### src/design/dcpr_defines.vh
// Offsets, field positions and reset values for the channel priority bank.
// Assumes inclusion by bare name from every design file of the bank.
`ifndef DCPR_DEFINES_VH
`define DCPR_DEFINES_VH

`define DCPR_NUM_CHAN        32
`define DCPR_ID_W            5
`define DCPR_ADDR_W          8
`define DCPR_DATA_W          32
`define DCPR_EVT_W           2

`define DCPR_OFS_PRIO_SET    8'h00
`define DCPR_OFS_PRIO_CLEAR  8'h04
`define DCPR_OFS_ERR_CLEAR   8'h08
`define DCPR_OFS_IRQ_STATUS  8'h0C
`define DCPR_OFS_IRQ_ENABLE  8'h10
`define DCPR_OFS_IRQ_CLEAR   8'h14
`define DCPR_OFS_REQ_VIEW    8'h18
`define DCPR_OFS_GRANT_VIEW  8'h1C
`define DCPR_OFS_ARB_CTRL    8'h20

`define DCPR_ERR_BIT         0
`define DCPR_EVT_BUS_ERR     0
`define DCPR_EVT_BAD_ADDR    1
`define DCPR_ARB_EN_BIT      0
`define DCPR_GRANT_VALID_BIT 5

`define DCPR_RST_PRIO        32'h00000000
`define DCPR_RST_ERR         1'b0
`define DCPR_RST_EVT         2'h0
`define DCPR_RST_ARB_CTRL    1'b0
`define DCPR_RST_DATA        32'h00000000

`endif

### src/design/dcpr_irq.v
// Sticky event status with enable mask and write-one-to-clear.
// Assumes events and strobes come from logic on CLK_SYS.
`include "dcpr_defines.vh"

module dcpr_irq (
   input  wire                   clk,
   input  wire                   nrst,
   input  wire [`DCPR_EVT_W-1:0] event_in,
   input  wire                   enable_wr,
   input  wire                   clear_wr,
   input  wire [`DCPR_EVT_W-1:0] wdata,
   output reg  [`DCPR_EVT_W-1:0] status,
   output reg  [`DCPR_EVT_W-1:0] enable,
   output wire                   irq
);

   wire [`DCPR_EVT_W-1:0] clear_mask;
   wire [`DCPR_EVT_W-1:0] next_status;

   assign clear_mask  = clear_wr ? wdata : `DCPR_RST_EVT;
   // Set wins so an event in the clearing cycle survives
   assign next_status = (status & ~clear_mask) | event_in;
   assign irq         = |(status & enable);

   always @(posedge clk or negedge nrst) begin
      if (!nrst) begin
         status <= `DCPR_RST_EVT;
         enable <= `DCPR_RST_EVT;
      end else begin
         status <= next_status;
         if (enable_wr) begin
            enable <= wdata;
         end
      end
   end

endmodule

### src/design/dcpr_arbiter.v
// Picks one requesting channel per cycle, high priority before normal.
// Assumes requests and priority come from logic on CLK_SYS.
`include "dcpr_defines.vh"

module dcpr_arbiter (
   input  wire                      clk,
   input  wire                      nrst,
   input  wire                      arb_en,
   input  wire [`DCPR_NUM_CHAN-1:0] req,
   input  wire [`DCPR_NUM_CHAN-1:0] high,
   output reg  [`DCPR_NUM_CHAN-1:0] grant,
   output reg  [`DCPR_ID_W-1:0]     grant_id,
   output reg                       grant_valid
);

   wire [`DCPR_NUM_CHAN-1:0] high_req;
   wire [`DCPR_NUM_CHAN-1:0] pool;
   wire [`DCPR_NUM_CHAN-1:0] pick;
   wire [`DCPR_NUM_CHAN-1:0] below;
   wire [`DCPR_ID_W-1:0]     id_part [0:`DCPR_NUM_CHAN-1];

   assign high_req = req & high;
   // Normal channels only compete when no high one asks
   assign pool = (|high_req) ? high_req : req;

   genvar i;
   generate
      for (i = 0; i < `DCPR_NUM_CHAN; i = i + 1) begin : g_chan
         if (i == 0) begin : g_first
            assign below[i] = 1'b0;
         end else begin : g_rest
            assign below[i] = below[i-1] | pool[i-1];
         end
         // Lowest index wins inside the chosen class
         assign pick[i] = pool[i] & ~below[i];
         // Ranged copy of the loop index so its low bits can be selected
         localparam [31:0] CHAN_NUM = i;
         if (i == 0) begin : g_id0
            assign id_part[i] = pick[i] ? CHAN_NUM[`DCPR_ID_W-1:0] : 5'h00;
         end else begin : g_idn
            assign id_part[i] = id_part[i-1] | (pick[i] ? CHAN_NUM[`DCPR_ID_W-1:0] : 5'h00);
         end
      end
   endgenerate

   always @(posedge clk or negedge nrst) begin
      if (!nrst) begin
         grant       <= `DCPR_RST_PRIO;
         grant_id    <= 5'h00;
         grant_valid <= 1'b0;
      end else if (arb_en) begin
         grant       <= pick;
         grant_id    <= id_part[`DCPR_NUM_CHAN-1];
         grant_valid <= |pool;
      end else begin
         grant       <= `DCPR_RST_PRIO;
         grant_id    <= 5'h00;
         grant_valid <= 1'b0;
      end
   end

endmodule

### src/design/dcpr_regs.v
// Channel priority register bank of a 32-channel DMA controller on APB.
// Assumes the DMA engine drives requests and bus errors on CLK_SYS.
`include "dcpr_defines.vh"

module dcpr_regs (
   input  wire                      CLK_SYS,
   input  wire                      NRST,
   input  wire                      PSEL,
   input  wire                      PENABLE,
   input  wire                      PWRITE,
   input  wire [`DCPR_ADDR_W-1:0]   PADDR,
   input  wire [`DCPR_DATA_W-1:0]   PWDATA,
   output reg  [`DCPR_DATA_W-1:0]   PRDATA,
   output wire                      PREADY,
   output wire                      PSLVERR,
   input  wire                      BUS_ERROR,
   input  wire [`DCPR_NUM_CHAN-1:0] CHAN_REQ,
   output wire [`DCPR_NUM_CHAN-1:0] HIGH_PRIORITY,
   output wire [`DCPR_NUM_CHAN-1:0] CHAN_GRANT,
   output wire [`DCPR_ID_W-1:0]     GRANT_ID,
   output wire                      GRANT_VALID,
   output wire                      IRQ
);

   reg  [`DCPR_NUM_CHAN-1:0] prio;
   reg                       err_pending;
   reg                       arb_en;
   reg  [`DCPR_DATA_W-1:0]   next_rdata;

   wire                      setup_rd;
   wire                      access;
   wire                      wr;
   wire                      sel_set;
   wire                      sel_clear;
   wire                      sel_err;
   wire                      sel_status;
   wire                      sel_enable;
   wire                      sel_irq_clr;
   wire                      sel_req;
   wire                      sel_grant;
   wire                      sel_ctrl;
   wire                      mapped;
   wire                      bad_access;
   wire [`DCPR_NUM_CHAN-1:0] set_mask;
   wire [`DCPR_NUM_CHAN-1:0] clr_mask;
   wire [`DCPR_NUM_CHAN-1:0] next_prio;
   wire                      err_clear;
   wire                      next_err;
   wire [`DCPR_EVT_W-1:0]    events;
   wire [`DCPR_EVT_W-1:0]    irq_status;
   wire [`DCPR_EVT_W-1:0]    irq_enable;

   // Zero wait states: every access completes in its first access cycle
   assign PREADY  = 1'b1;
   assign access  = PSEL & PENABLE;
   assign wr      = access & PWRITE;
   // Read data is captured in setup so it comes from a flop in access
   assign setup_rd = PSEL & ~PENABLE & ~PWRITE;

   assign sel_set     = (PADDR == `DCPR_OFS_PRIO_SET);
   assign sel_clear   = (PADDR == `DCPR_OFS_PRIO_CLEAR);
   assign sel_err     = (PADDR == `DCPR_OFS_ERR_CLEAR);
   assign sel_status  = (PADDR == `DCPR_OFS_IRQ_STATUS);
   assign sel_enable  = (PADDR == `DCPR_OFS_IRQ_ENABLE);
   assign sel_irq_clr = (PADDR == `DCPR_OFS_IRQ_CLEAR);
   assign sel_req     = (PADDR == `DCPR_OFS_REQ_VIEW);
   assign sel_grant   = (PADDR == `DCPR_OFS_GRANT_VIEW);
   assign sel_ctrl    = (PADDR == `DCPR_OFS_ARB_CTRL);

   assign mapped = sel_set | sel_clear | sel_err | sel_status | sel_enable |
                   sel_irq_clr | sel_req | sel_grant | sel_ctrl;
   // Unaligned or unknown addresses answer with an error and only raise the bad address event
   assign bad_access = access & ~mapped;
   assign PSLVERR    = bad_access;

   // Only the one bits of the written word act on a channel
   assign set_mask  = (wr & sel_set)   ? PWDATA : `DCPR_RST_PRIO;
   assign clr_mask  = (wr & sel_clear) ? PWDATA : `DCPR_RST_PRIO;
   // Bit n of each mask acts on channel n alone
   assign next_prio = (prio & ~clr_mask) | set_mask;

   assign err_clear = wr & sel_err & PWDATA[`DCPR_ERR_BIT];
   // A new bus error in the clearing cycle stays pending
   assign next_err  = BUS_ERROR | (err_pending & ~err_clear);

   always @(posedge CLK_SYS or negedge NRST) begin
      if (!NRST) begin
         prio        <= `DCPR_RST_PRIO;
         err_pending <= `DCPR_RST_ERR;
         arb_en      <= `DCPR_RST_ARB_CTRL;
      end else begin
         prio        <= next_prio;
         err_pending <= next_err;
         if (wr & sel_ctrl) begin
            arb_en <= PWDATA[`DCPR_ARB_EN_BIT];
         end
      end
   end

   always @* begin
      next_rdata = `DCPR_RST_DATA;
      if (sel_set) begin
         next_rdata = prio;
      end else if (sel_clear) begin
         next_rdata = `DCPR_RST_DATA;
      end else if (sel_err) begin
         next_rdata[`DCPR_ERR_BIT] = err_pending;
      end else if (sel_status) begin
         next_rdata[`DCPR_EVT_W-1:0] = irq_status;
      end else if (sel_enable) begin
         next_rdata[`DCPR_EVT_W-1:0] = irq_enable;
      end else if (sel_req) begin
         next_rdata = CHAN_REQ;
      end else if (sel_grant) begin
         next_rdata[`DCPR_ID_W-1:0]           = GRANT_ID;
         next_rdata[`DCPR_GRANT_VALID_BIT]    = GRANT_VALID;
      end else if (sel_ctrl) begin
         next_rdata[`DCPR_ARB_EN_BIT] = arb_en;
      end
   end

   always @(posedge CLK_SYS or negedge NRST) begin
      if (!NRST) begin
         PRDATA <= `DCPR_RST_DATA;
      end else if (setup_rd) begin
         PRDATA <= next_rdata;
      end
   end

   assign HIGH_PRIORITY = prio;

   assign events[`DCPR_EVT_BUS_ERR]  = BUS_ERROR;
   assign events[`DCPR_EVT_BAD_ADDR] = bad_access;

   dcpr_irq u_irq (
      .clk       (CLK_SYS),
      .nrst      (NRST),
      .event_in  (events),
      .enable_wr (wr & sel_enable),
      .clear_wr  (wr & sel_irq_clr),
      .wdata     (PWDATA[`DCPR_EVT_W-1:0]),
      .status    (irq_status),
      .enable    (irq_enable),
      .irq       (IRQ)
   );

   dcpr_arbiter u_arb (
      .clk         (CLK_SYS),
      .nrst        (NRST),
      .arb_en      (arb_en),
      .req         (CHAN_REQ),
      .high        (prio),
      .grant       (CHAN_GRANT),
      .grant_id    (GRANT_ID),
      .grant_valid (GRANT_VALID)
   );

endmodule

### config.mk
export PLATFORM = sky130hd
export DESIGN_NAME = dcpr_regs
export DESIGN_NICKNAME = d
export VERILOG_FILES = /design/src/design/dcpr_irq.v /design/src/design/dcpr_arbiter.v /design/src/design/dcpr_regs.v
export VERILOG_INCLUDE_DIRS = /design/src /design/src/design
export SDC_FILE = /design/constraint.sdc
export NUM_CORES = 1
export LEC_CHECK = 0
export BUFFER_PORTS_ARGS = -buffer_cell sky130_fd_sc_hd__buf_2
export CORE_MARGIN = 8
export CORE_UTILIZATION = 56
export CTS_BUF_LIST = sky130_fd_sc_hd__clkbuf_4
export CTS_CLUSTER_DIAMETER = 120
export CTS_CLUSTER_SIZE = 8
export DETAILED_ROUTE_END_ITERATION = 10
export GPL_TIMING_DRIVEN = 0
export PLACE_DENSITY = 0.88
export SKIP_LAST_GASP = 1
export SLEW_MARGIN = 0
export SYNTH_ARGS = -nofsm -noshare
export SYNTH_HDL_FRONTEND = slang
export SYNTH_HIERARCHICAL = 1
export SYNTH_SLANG_ARGS = --single-unit
### constraint.sdc
create_clock -name CLK_SYS -period 7.48 [get_ports CLK_SYS]
set_input_delay 1.122 -clock CLK_SYS [delete_from_list [all_inputs] [get_ports CLK_SYS]]
set_output_delay 1.122 -clock CLK_SYS [all_outputs]
set_load 0.005 [all_outputs]
Word level (Yosys, flattened, before mapping)

Index checks and enable logic that the tools add are counted.

Equal/unequal tests: 8
Mux-type cells: 51
Bitwise logic cells: 156
Reductions and logical operators: 4

Operators by type and width:

| kind                                                                   | number |
|---|---|
| 32-bit 2-to-1 mux                                                      | 6 |
| 5-bit OR                                                               | 30 |
| 5-bit 2-to-1 mux                                                       | 18 |
| 32-bit AND                                                             | 2 |
| 32-bit OR reduction                                                    | 2 |
| 30-bit 2-to-1 mux                                                      | 2 |
| 1-bit AND                                                              | 44 |
| 1-bit OR                                                               | 39 |
| 1-bit NOT                                                              | 35 |
| 8-bit by 5-bit equality test with 1-bit output (second input constant) | 4 |
| 4-bit 2-to-1 mux                                                       | 8 |
| 32-bit NOT                                                             | 1 |
| 32-bit OR                                                              | 1 |
| 31-bit 2-to-1 mux                                                      | 1 |
| 26-bit 2-to-1 mux                                                      | 1 |
| 8-bit by 4-bit equality test with 1-bit output (second input constant) | 2 |
| 3-bit 2-to-1 mux                                                       | 4 |
| 2-bit 2-to-1 mux                                                       | 5 |
| 8-bit by 3-bit equality test with 1-bit output (second input constant) | 1 |
| 8-bit by 6-bit equality test with 1-bit output (second input constant) | 1 |
| 8-bit zero test                                                        | 1 |
| 6-bit 2-to-1 mux                                                       | 1 |
| 1-bit 2-to-1 mux                                                       | 5 |
| 2-bit AND                                                              | 2 |
| 3 further kinds                                                        | 3 |

Flip-flop bits (word level): 108
Input port bits: 78
Output and inout port bits: 105
Logic and storage cells: 228

Longest topological paths before layout

Gate-level depths: netlist of run 1.

Depth after elaboration: 38
Gate-level depth with buffers: 11

Hierarchy

The synthesis of run 1 kept the hierarchy.

Modules (own cells, without submodules):

| module       | times used | cells an instance | area each (um^2) | sequential area each (um^2) |
|---|---|---|---|---|
| dcpr_regs    | 1          | 301               | 3,104.2          | 1,651.6 |
| dcpr_arbiter | 1          | 211               | 2,142.1          | 950.9 |
| dcpr_irq     | 1          | 11                | 161.4            | 100.1 |

Worst setup path after synthesis of run 1

OpenSTA, ideal clock, no wires.

Path kind: input to output
Start: in PADDR[2]
End: out PSLVERR
Arrival: 2.178 ns
Slack: 4.180 ns
Stages: 4
Buffers on the path: 1
Path through: buf_2 > or4_4 > nor4_2 > nor4_1

Word-level cells in the longest chain between the ends: 11
Elaborated cells between the ends (all ways): 19
Classes of those cells: eq/ne: 8; bitwise: 10; reduce/logical: 1

RTL lines:

| element                                                                                                   | RTL line       | text |
|---|---|---|
| start: declaration                                                                                        | dcpr_regs.v:11 | `` input wire [`DCPR_ADDR_W-1:0] PADDR, `` |
| 8-bit by 3-bit equality test with 1-bit output (no source line) / 8-bit zero test (equally long branches) | --             |  |
| 1-bit OR (5 in series)                                                                                    | dcpr_regs.v:70 | `assign mapped = sel_set \| sel_clear \| sel_err \| sel_status \| sel_enable \|` |
| 1-bit OR (2 in series)                                                                                    | dcpr_regs.v:71 | `sel_irq_clr \| sel_req \| sel_grant \| sel_ctrl;` |
| 1-bit OR *                                                                                                | dcpr_regs.v:71 |  |
| 1-bit NOT *                                                                                               | dcpr_regs.v:73 | `assign bad_access = access & ~mapped;` |
| 1-bit AND *                                                                                               | dcpr_regs.v:73 |  |
| end: declaration                                                                                          | dcpr_regs.v:15 | `output wire PSLVERR,` |

Mark *: on every way between the ends. The rest lies on a longest branch, timed or not.

Worst setup path in the final report of run 1

Start: in PADDR[7]
End: out PSLVERR

Same word-level chain as after synthesis.

==> impl_metrics.env, run 1 <==
export IMPL_finalSetupTns_ps=0
export IMPL_gp_congestion=0.913
export IMPL_grt_pass1_wl_mm=28.8
export IMPL_synth_seq_cells=108
export IMPL_syn_cell_area_um2=5410
export IMPL_min_period_ps=3860
export IMPL_synth_top_cell_area_share=0.500
export IMPL_maxCapViolations=0
export IMPL_design_area_um2=6650
export IMPL_yosysWarnings=6
export IMPL_grt_max_degree=69
export IMPL_drive_above_1_share=0.353
export IMPL_synth_area_top_cells="dfrtp_1, a22oi_1, a22o_1, nor2_1, nand2_1"
export IMPL_cp_start_kind="input pin"
export IMPL_rsz0062_at_grt="no"
export IMPL_fin_ws_ps=3620
export IMPL_drt_wl_total_mm=18.6
export IMPL_place_area_um2=6500
export IMPL_crit_fanout=7
export IMPL_drv_slew=0
export IMPL_synth_edf_count=0
export IMPL_status="complete, no violations"
export IMPL_grt_pass1_vias=5299
export IMPL_p_leak_nw=3.11
export IMPL_cts_resized=0
export IMPL_cts_buffer_depth=2
export IMPL_routed_via_count=5207
export IMPL_powerDensity_nw_per_um2=182
export IMPL_yosysUniqueCellTypes=63
export IMPL_pre_cts_ws_ps=3650
export IMPL_avgSynthCellArea_um2=10.3
export IMPL_vdd_drop_max_mv=0.107
export IMPL_setup_violations=0
export IMPL_async_reset_ff_frac=1.00
export IMPL_crit_required_ps=6360
export IMPL_skew_ps=21.9
export IMPL_critPathCaptureType="primary output"
export IMPL_relSlewSlack=0.581
export IMPL_firstDrtPassIters=7
export IMPL_syn_nets=601
export IMPL_die_w_um=114
export IMPL_cts_tree="yes"
export IMPL_drt_initial_drc_count=521
export IMPL_synthCells=523
export IMPL_pin_count=183
export IMPL_antenna_found_initial=3
export IMPL_drc=0
export IMPL_worstPathArrival_ps=2730
export IMPL_clkTransAtPathRegs_ps=170
export IMPL_core_area_um2=9590
export IMPL_hold_path_class="reg2reg"
export IMPL_vias_per_cell=6.10
export IMPL_drtAntennaViolNets=0
export IMPL_ys_seq_area_frac=0.500
export IMPL_tightest_slew_ps=623
export IMPL_gr_total_overflow=0
export IMPL_wl_per_cell_um=21.7
export IMPL_hold_viol=0
export IMPL_path_class="in2out"
export IMPL_place_port_buffers=179
export IMPL_start_util=0.564
export IMPL_fin_nets=792
export IMPL_cts_buffers=9
export IMPL_postCtsHoldBufs=0
export IMPL_die_area_um2=13100
export IMPL_cts_root_buf="clkbuf_4"
export IMPL_cts_sinks=108
export IMPL_syn2layout_area_growth_pct=22.9
export IMPL_h_tree_depth=3
export IMPL_clk_latency_ps=490
export IMPL_rows=36
export IMPL_dp_final_hpwl_mm=14.6
export IMPL_die_y_um=114
export IMPL_timing_fmax_ghz=0.259
export IMPL_synth_top_flop_cell="dfrtp_1"
export IMPL_post_cts_buffers=0
export IMPL_finalCritPeriodShare=0.516
export IMPL_whs_ps=526
export IMPL_track_usage=0.287
export IMPL_yosysTopAreaCell="dfrtp_1"
## metrics by stage
step,std cells,util,total power [mW]
finish,854,0.693,1.21
global route,854,0.693,1.26
detailed placement,836,0.677,0.906
CTS,852,0.692,1.21
floorplan,523,-,0.780
global placement,835,0.674,0.899
## cell families after synthesis
family,count (synthesis),share of synthesized area
and+or+nand+nor,195,0.201
DFF,108,0.500
muxes,9,0.0199
buffers and inverters,31,0.0349
other,1,0.000693
AOI/OAI and AO/OA,179,0.243
## registers in the layout, summed over array words and instances (netlist names)
signal and flops:
HIGH_PRIORITY 32, PRDATA 32, arb_en 1, err_pending 1
u_arb/grant 32, u_arb/grant_id 5, u_arb/grant_valid 1, u_irq/enable 2
u_irq/status 2
## cells in the mapped netlist (3+ instances only)
cell,number
a21o_1,4
a21oi_1,35
a22o_1,34
a22oi_1,40
a32oi_1,4
buf_2,7
buf_6,8
clkbuf_1,12
dfrtp_1,108
mux2_2,5
nand2_1,53
nand2b_1,10
nand3_1,10
nand4_1,6
nand4_2,4
nand4b_1,3
nor2_1,57
nor3_1,13
nor3_2,3
nor3b_1,5
nor4_1,9
nor4_4,3
o21a_1,4
o21ai_0,7
o21ai_1,15
o21ai_2,10
o31a_1,4
## critical path, cell delays in order
cell	delay, ps
buf_2	120
or4b_1	500
buf_2	170
nor2_1	490
nor4_1	150
buf_2	170
## layout by cell type (no fill, tap or decap), types with 3 or more instances in the layout
master / count
clkbuf_1: 12
nand2_1: 53
nor4_4: 3
a22o_1: 34
buf_6: 8
nand3_1: 10
nand4_2: 4
mux2_2: 5
nor3_2: 3
nand2b_1: 10
a21oi_1: 35
nor3b_1: 5
dfrtp_1: 108
a22oi_1: 40
clkbuf_4: 9
buf_2: 185
a32oi_1: 4
nor3_1: 13
nand4b_1: 3
inv_6: 3
nor4_1: 9
o21ai_2: 10
o21a_1: 4
o21ai_0: 7
a21o_1: 4
nor2_1: 57
nand4_1: 6
o31a_1: 4
o21ai_1: 15
## layer usage
| metal | part of all wire | GRT usage | wire length (um) | vias up |
|---|---|---|---|---|
| li1 | - | - | - | 2350 |
| met1 | 0.40 | 0.360 | 7410 | 2495 |
| met5 | 0.00054 | 0 | 10 | - |
| met3 | 0.085 | 0.0607 | 1580 | 46 |
| met2 | 0.49 | 0.473 | 9070 | 314 |
| met4 | 0.027 | 0.118 | 498 | 2 |
## report_power, final
group          internal [mW]  switching, mW  total (mW)
logic                 0.0967          0.166       0.263
registers              0.613         0.0235       0.637
clock network          0.105          0.203       0.307
total                  0.815          0.393        1.21
## area by class of cell
type                            count  area (um2)
Tap cell                          133         166
Clock buffer                        9        67.6
Fill cell                         812        2950
Buffer                             30         185
Antenna cell                        2        5.00
Multi-Input combinational cell    384        2520
Sequential cell                   108        2700
Timing Repair Buffer              180         926
Inverter                            1        3.75
Clock inverter                      7        73.8
## worst paths after layout
path                                                to                         from  depth (start not counted)  slack [ps]
max in group asynchronous       PRDATA[13]$_DFFE_PN0P_                         NRST                          2        6180
min                              err_pending$_DFF_PN0_        err_pending$_DFF_PN0_                          1         530
max reg2reg                u_arb/grant_id[1]$_DFF_PN0_  HIGH_PRIORITY[18]$_DFF_PN0_                         11        4470
min in group asynchronous  HIGH_PRIORITY[12]$_DFF_PN0_                         NRST                          1         590
max                                            PSLVERR                     PADDR[7]                          6        3620
min reg2reg                      err_pending$_DFF_PN0_        err_pending$_DFF_PN0_                          1         530
Note: power is estimated with default switching activity, not from simulation.
==> run 2: changes to the inputs <==
--- a/config.mk
+++ b/config.mk
@@ -6,15 +6,16 @@
 export SDC_FILE = /design/constraint.sdc
 export NUM_CORES = 1
 export LEC_CHECK = 0
+export ABC_AREA = 1
 export BUFFER_PORTS_ARGS = -buffer_cell sky130_fd_sc_hd__buf_2
 export CORE_MARGIN = 8
-export CORE_UTILIZATION = 56
+export CORE_UTILIZATION = 48
 export CTS_BUF_LIST = sky130_fd_sc_hd__clkbuf_4
 export CTS_CLUSTER_DIAMETER = 120
 export CTS_CLUSTER_SIZE = 8
 export DETAILED_ROUTE_END_ITERATION = 10
 export GPL_TIMING_DRIVEN = 0
-export PLACE_DENSITY = 0.88
+export PLACE_DENSITY = 0.78
 export SKIP_LAST_GASP = 1
 export SLEW_MARGIN = 0
 export SYNTH_ARGS = -nofsm -noshare
==> constraint.sdc (replaced) <==
create_clock -name CLK_SYS -period 3.3 [get_ports CLK_SYS]
set_input_delay 0.495 -clock CLK_SYS [delete_from_list [all_inputs] [get_ports CLK_SYS]]
set_output_delay 0.495 -clock CLK_SYS [all_outputs]
set_load 0.005 [all_outputs]
==> impl_metrics.env, run 2 <==
export IMPL_status="complete, no violations"
export IMPL_grt_max_degree=56
export IMPL_drive_above_1_share=0.299
export IMPL_fin_nets=1027
export IMPL_cp_start_kind="flip-flop"
export IMPL_synthCells=756
export IMPL_ys_seq_area_frac=0.453
export IMPL_wl_per_cell_um=15.7
export IMPL_fin_ws_ps=827
export IMPL_drt_initial_drc_count=398
export IMPL_cts_root_buf="clkbuf_4"
export IMPL_dp_final_hpwl_mm=14.2
export IMPL_core_area_um2=12100
export IMPL_avgSynthCellArea_um2=7.89
export IMPL_cts_resized=0
export IMPL_syn2layout_area_growth_pct=21.4
export IMPL_crit_fanout=7
export IMPL_synth_edf_count=0
export IMPL_finalCritPeriodShare=0.749
export IMPL_syn_nets=834
export IMPL_p_int_mw=1.78
export IMPL_crit_required_ps=3670
export IMPL_syn_cell_area_um2=5960
export IMPL_finalSetupTns_ps=0
export IMPL_pin_count=183
export IMPL_path_class="reg2reg"
export IMPL_final_cell_mix="buf_2, nand2_1, dfrtp_1, inv_1, nor2_1"
export IMPL_cts_buffers=9
export IMPL_tightest_slew_ps=698
export IMPL_die_y_um=127
export IMPL_design_area_um2=7240
export IMPL_cts_tree="yes"
export IMPL_utilization=0.600
export IMPL_antenna_found_initial=2
export IMPL_clkPwrFrac=0.239
export IMPL_worstPathArrival_ps=2840
export IMPL_track_usage=0.220
export IMPL_pre_cts_ws_ps=660
export IMPL_vdd_drop_max_mv=0.179
export IMPL_drv_slew=0
export IMPL_timing_fmax_ghz=0.404
export IMPL_cts_sinks=108
export IMPL_relSlewSlack=0.535
export IMPL_synth_top_flop_cell="dfrtp_1"
export IMPL_gr_total_overflow=0
export IMPL_drt_wl_total_mm=17.6
export IMPL_rsz0062_at_grt="no"
export IMPL_switching_share=0.331
export IMPL_power_frac_comb=0.226
export IMPL_hold_path_class="in2async"
export IMPL_synth_seq_cells=108
export IMPL_firstDrtPassIters=5
export IMPL_routed_via_count=5648
export IMPL_powerDensity_nw_per_um2=368
export IMPL_skew_ps=18.0
export IMPL_grt_pass1_wl_mm=28.3
export IMPL_async_reset_ff_frac=1.00
export IMPL_yosysUniqueCellTypes=40
export IMPL_die_area_um2=16200
export IMPL_gp_congestion=0.902
export IMPL_place_port_buffers=181
export IMPL_place_area_um2=7110
export IMPL_post_cts_buffers=0
export IMPL_postCtsHoldBufs=0
export IMPL_netSwitchingPower_mw=0.883
export IMPL_cts_buffer_depth=2
export IMPL_hold_viol=0
export IMPL_netlist_top_cells_count="nand2_1, dfrtp_1, inv_1, nor2_1"
export IMPL_start_util=0.494
export IMPL_synth_area_top_cells="dfrtp_1, nand2_1, inv_1, nor2_1, a2bb2oi_1"
export IMPL_maxCapViolations=0
export IMPL_seqPwrFrac=0.535
export IMPL_yosysMostFrequentCell="nand2_1"
export IMPL_rows=40
export IMPL_synth_top_cell_area_share=0.453
export IMPL_clkTransAtPathRegs_ps=180
export IMPL_drtAntennaViolNets=0
export IMPL_cp_slowest_cell="dfrtp_1"
export IMPL_min_period_ps=2470
export IMPL_clk_latency_ps=480
export IMPL_setup_violations=0
export IMPL_final_common_cell="buf_2"
export IMPL_cp_slowest_stage_delay_ps=460
export IMPL_drc=0
export IMPL_p_leak_nw=4.19
export IMPL_fin_total_pwr_mw=2.66
export IMPL_cp_top_family="simple AND/OR/NAND/NOR gates"
export IMPL_yosysWarnings=6
export IMPL_cp_cell_sequence="nand2_1, nand2_1, nor2_1, nand2_2, nor2_4, nand2_4, o21bai_1, nor2_1, nand2_1, inv_1, nand3_1, nand2_1, nor2_1, nand3_1, nor2_1, a21oi_1"
export IMPL_critPathCaptureType="flip-flop"
export IMPL_grt_pass1_vias=5566
export IMPL_die_w_um=127
export IMPL_crit_buf_inv=1
export IMPL_h_tree_depth=3
export IMPL_vias_per_cell=5.02
export IMPL_yosysTopAreaCell="dfrtp_1"
-- run 2: worst paths after layout --
| kind | from | to | slack (ps) | cells after the start |
|---|---|---|---|---|
| worst max-delay path | HIGH_PRIORITY[0]$_DFF_PN0_ | u_arb/grant_id[1]$_DFF_PN0_ | 830 | 16 |
| worst min-delay path | NRST | PRDATA[12]$_DFFE_PN0P_ | 30 | 1 |
| worst max register to register | HIGH_PRIORITY[0]$_DFF_PN0_ | u_arb/grant_id[1]$_DFF_PN0_ | 830 | 16 |
| worst min register to register | PRDATA[3]$_DFFE_PN0P_ | PRDATA[3]$_DFFE_PN0P_ | 510 | 2 |
| max in group asynchronous | NRST | u_arb/grant[25]$_DFF_PN0_ | 2570 | 2 |
| min in group CLK_SYS | BUS_ERROR | u_irq/status[0]$_DFF_PN0_ | 210 | 3 |
-- run 2: cell families (layout without fill, tap and decap cells) --
kind of cell	after synthesis	in the layout	synth area share
other cells	1	3	0.000629
buf+inv	136	334	0.105
simple gates	350	350	0.282
compound gates	161	161	0.159
flops	108	108	0.453
-- run 2: area by class of cell --
class,instances,area (um2)
inverters,112,420
fillers,1139,4820
clock inverters,7,57.6
repair buffers,182,936
multi-input cells,512,2630
clock buffers,9,67.6
plain buffers,24,208
well taps,168,210
diodes,2,5.00
flip-flops and latches,108,2700
-- run 2: routing by layer --
metal  vias up  track usage  part of all wire  wire (um)
li1       2818            -                 -          -
met1      2594        0.287              0.44       7760
met4         0       0.0707             0.021        363
met3        26       0.0587             0.076       1330
met5         -            0                 0          0
met2       210        0.348              0.46       8150
-- run 2: power groups by stage --
| stage | clock network [mW] | registers (mW) | logic (mW) |
|---|---|---|---|
| 2_1_floorplan | 0 | 1.45 | 0.353 |
| 3_3_place_gp | 0 | 1.45 | 0.589 |
| 3_5_place_dp | 0 | 1.45 | 0.601 |
| 4_1_cts | 0.655 | 1.42 | 0.605 |
| 5_1_grt | 0.701 | 1.43 | 0.674 |
| 6_report | 0.638 | 1.42 | 0.602 |
-- run 2: stage by stage --
stage | hold WS, ps | std cells
finish | 27.3 | 1124
global placement | 470 | 1105
detailed placement | 473 | 1106
CTS | 31.5 | 1122
global route | 54.2 | 1124
floorplan | 199 | 756
==> run 3: changes to the inputs <==
==> constraint.sdc (replaced) <==
create_clock -name CLK_SYS -period 2 [get_ports CLK_SYS]
set_input_delay 0.3 -clock CLK_SYS [delete_from_list [all_inputs] [get_ports CLK_SYS]]
set_output_delay 0.3 -clock CLK_SYS [all_outputs]
set_load 0.005 [all_outputs]
==> impl_metrics.env, run 3 (same netlist as run 2, synthesis figures left out) <==
export IMPL_status="complete, but fails checks"
export IMPL_failed_checks="negative setup slack"
export IMPL_hold_viol=0
export IMPL_path_class="reg2reg"
export IMPL_place_area_um2=7130
export IMPL_die_area_um2=16200
export IMPL_fin_total_pwr_mw=4.73
export IMPL_min_period_ps=2460
export IMPL_cp_slowest_stage_delay_ps=440
export IMPL_cp_cell_sequence="nand2_2, nand2_1, nor2_1, nand2_2, nor2_4, nand2_4, buf_8, o21ai_4, nor2_2, nand2_2, nor2_4, clkbuf_16, nand3_2, nand2_1, nor2_1, nand3_1, nor2_2, a21oi_2"
export IMPL_track_usage=0.233
export IMPL_drtAntennaViolNets=0
export IMPL_cts_root_buf="clkbuf_4"
export IMPL_gr_total_overflow=0
export IMPL_pin_count=183
export IMPL_h_tree_depth=3
export IMPL_cts_buffer_depth=2
export IMPL_final_common_cell="buf_2"
export IMPL_crit_fanout=7
export IMPL_power_frac_comb=0.276
export IMPL_hold_path_class="in2reg"
export IMPL_cts_buffers=9
export IMPL_p_int_mw=3.22
export IMPL_fin_nets=1081
export IMPL_start_util=0.494
export IMPL_drv_slew=0
export IMPL_drc=0
export IMPL_crit_required_ps=2340
export IMPL_cp_start_kind="flip-flop"
export IMPL_skew_ps=12.9
export IMPL_maxCapViolations=0
export IMPL_drt_wl_total_mm=19.3
export IMPL_stdcell_count=1178
export IMPL_fillCellCount=1040
export IMPL_netSwitchingPower_mw=1.52
export IMPL_wl_per_cell_um=16.4
export IMPL_setup_violations=29
export IMPL_clkPwrFrac=0.228
export IMPL_design_area_um2=8050
export IMPL_fin_ws_ps=-462
export IMPL_cp_top_family="simple AND/OR/NAND/NOR gates"
export IMPL_cts_tree="yes"
export IMPL_cts_sinks=108
export IMPL_critPathCaptureType="flip-flop"
export IMPL_routed_via_count=6065
export IMPL_place_inst=1106
export IMPL_grt_pass1_wl_mm=30.0
export IMPL_seq_area_um2=2700
export IMPL_drt_initial_drc_count=373
export IMPL_vias_per_cell=5.15
export IMPL_drive_above_1_share=0.398
export IMPL_timing_fmax_ghz=0.406
export IMPL_syn2layout_area_growth_pct=35.1
export IMPL_die_w_um=127
export IMPL_antenna_found_initial=2
export IMPL_gp_congestion=0.860
export IMPL_finalCritPeriodShare=1.23
export IMPL_core_area_um2=12100
export IMPL_path_common_cell="nand2_2"
export IMPL_dp_final_hpwl_mm=14.2
export IMPL_seqPwrFrac=0.495
export IMPL_grt_pass1_vias=5861
export IMPL_vdd_drop_max_mv=0.377
export IMPL_pre_cts_ws_ps=-468
export IMPL_relSlewSlack=0.541
export IMPL_cp_slowest_cell="dfrtp_1"
export IMPL_finalSetupTns_ps=-6770
export IMPL_die_y_um=127
export IMPL_p_leak_nw=4.56
export IMPL_multiInputGateArea_um2=2990
export IMPL_rows=40
export IMPL_firstDrtPassIters=5
export IMPL_clk_latency_ps=470
export IMPL_grt_max_degree=57
export IMPL_whs_ps=51.6
export IMPL_utilization=0.668
export IMPL_place_port_buffers=181
export IMPL_tightest_slew_ps=689
export IMPL_rsz0062_at_grt="yes"
export IMPL_crit_buf_inv=2
export IMPL_powerDensity_nw_per_um2=588
export IMPL_final_cell_mix="buf_2, nand2_1, dfrtp_1, inv_1, nor2_1"
export IMPL_clkTransAtPathRegs_ps=150
export IMPL_worstPathArrival_ps=2800
export IMPL_switching_share=0.320
run 3: changes by cell type in the layout (fill, tap and decap cells not counted), sizes merged:
cell         before  now
buf             204  252
inv             114  110
clkinv            3    6
clkbuf           11   13
dlygate4sd3       0    2
nor2             92   94
bufbuf            0    1
bufinv            0    1
clkinvlp          2    1
run 3: worst paths after layout:
| kind | startpoint | end | slack [ps] | cells past startpoint |
|---|---|---|---|---|
| worst max-delay path | HIGH_PRIORITY[16]$_DFF_PN0_ | u_arb/grant_id[0]$_DFF_PN0_ | -460 | 18 |
| worst min-delay path | PWDATA[15] | HIGH_PRIORITY[15]$_DFF_PN0_ | 50 | 3 |
| worst max register to register | HIGH_PRIORITY[16]$_DFF_PN0_ | u_arb/grant_id[0]$_DFF_PN0_ | -460 | 18 |
| worst min register to register | PRDATA[3]$_DFFE_PN0P_ | PRDATA[3]$_DFFE_PN0P_ | 500 | 2 |
| max in group asynchronous | NRST | u_arb/grant[24]$_DFF_PN0_ | 900 | 3 |
| min in group asynchronous | NRST | HIGH_PRIORITY[10]$_DFF_PN0_ | 390 | 2 |
run 3: repair_timing:
| item | in CTS | in global routing |
|---|---|---|
| pin swaps | 17 | 17 |
| hold buffers | 1 | 1 |
| gates resized for setup | 38 | 51 |
| gates cloned | 3 | 2 |
| hold endpoints to repair | 52 | 1 |
| buffers inserted | 37 | 10 |
| setup endpoints to repair | 30 | 33 |
run 3: per-layer routing:
layer,routed length [um],GRT usage,share of wire
met2,9280,0.383,0.48
met3,1460,0.0524,0.076
met5,0,0,0
met1,8160,0.291,0.42
met4,425,0.0903,0.022
run 3: power by group through the flow:
stage	clock [mW]	sequential (mW)	combinational, mW
floorplan	0	2.39	0.590
global placement	0	2.38	0.978
detailed placement	0	2.39	1.00
CTS	1.10	2.34	1.19
global route	1.20	2.36	1.43
finish	1.08	2.34	1.31
run 3: area by class of cell:
| class | instances | share of cell area |
|---|---|---|
| Sequential cell | 108 | 0.336 |
| Clock inverter | 6 | 0.00684 |
| Buffer | 24 | 0.0267 |
| Timing Repair Buffer | 234 | 0.171 |
| Clock buffer | 10 | 0.00932 |
| Multi-Input combinational cell | 514 | 0.372 |
| Tap cell | 168 | 0.0261 |
| Antenna cell | 2 | 0.000621 |
| Inverter | 112 | 0.0525 |
run 3: tightest hold or removal path, delay by kind of cell:
family | cells | cell delay, ps
buffers and inverters | 2 | 140
AO/OA/AOI/OAI | 1 | 60
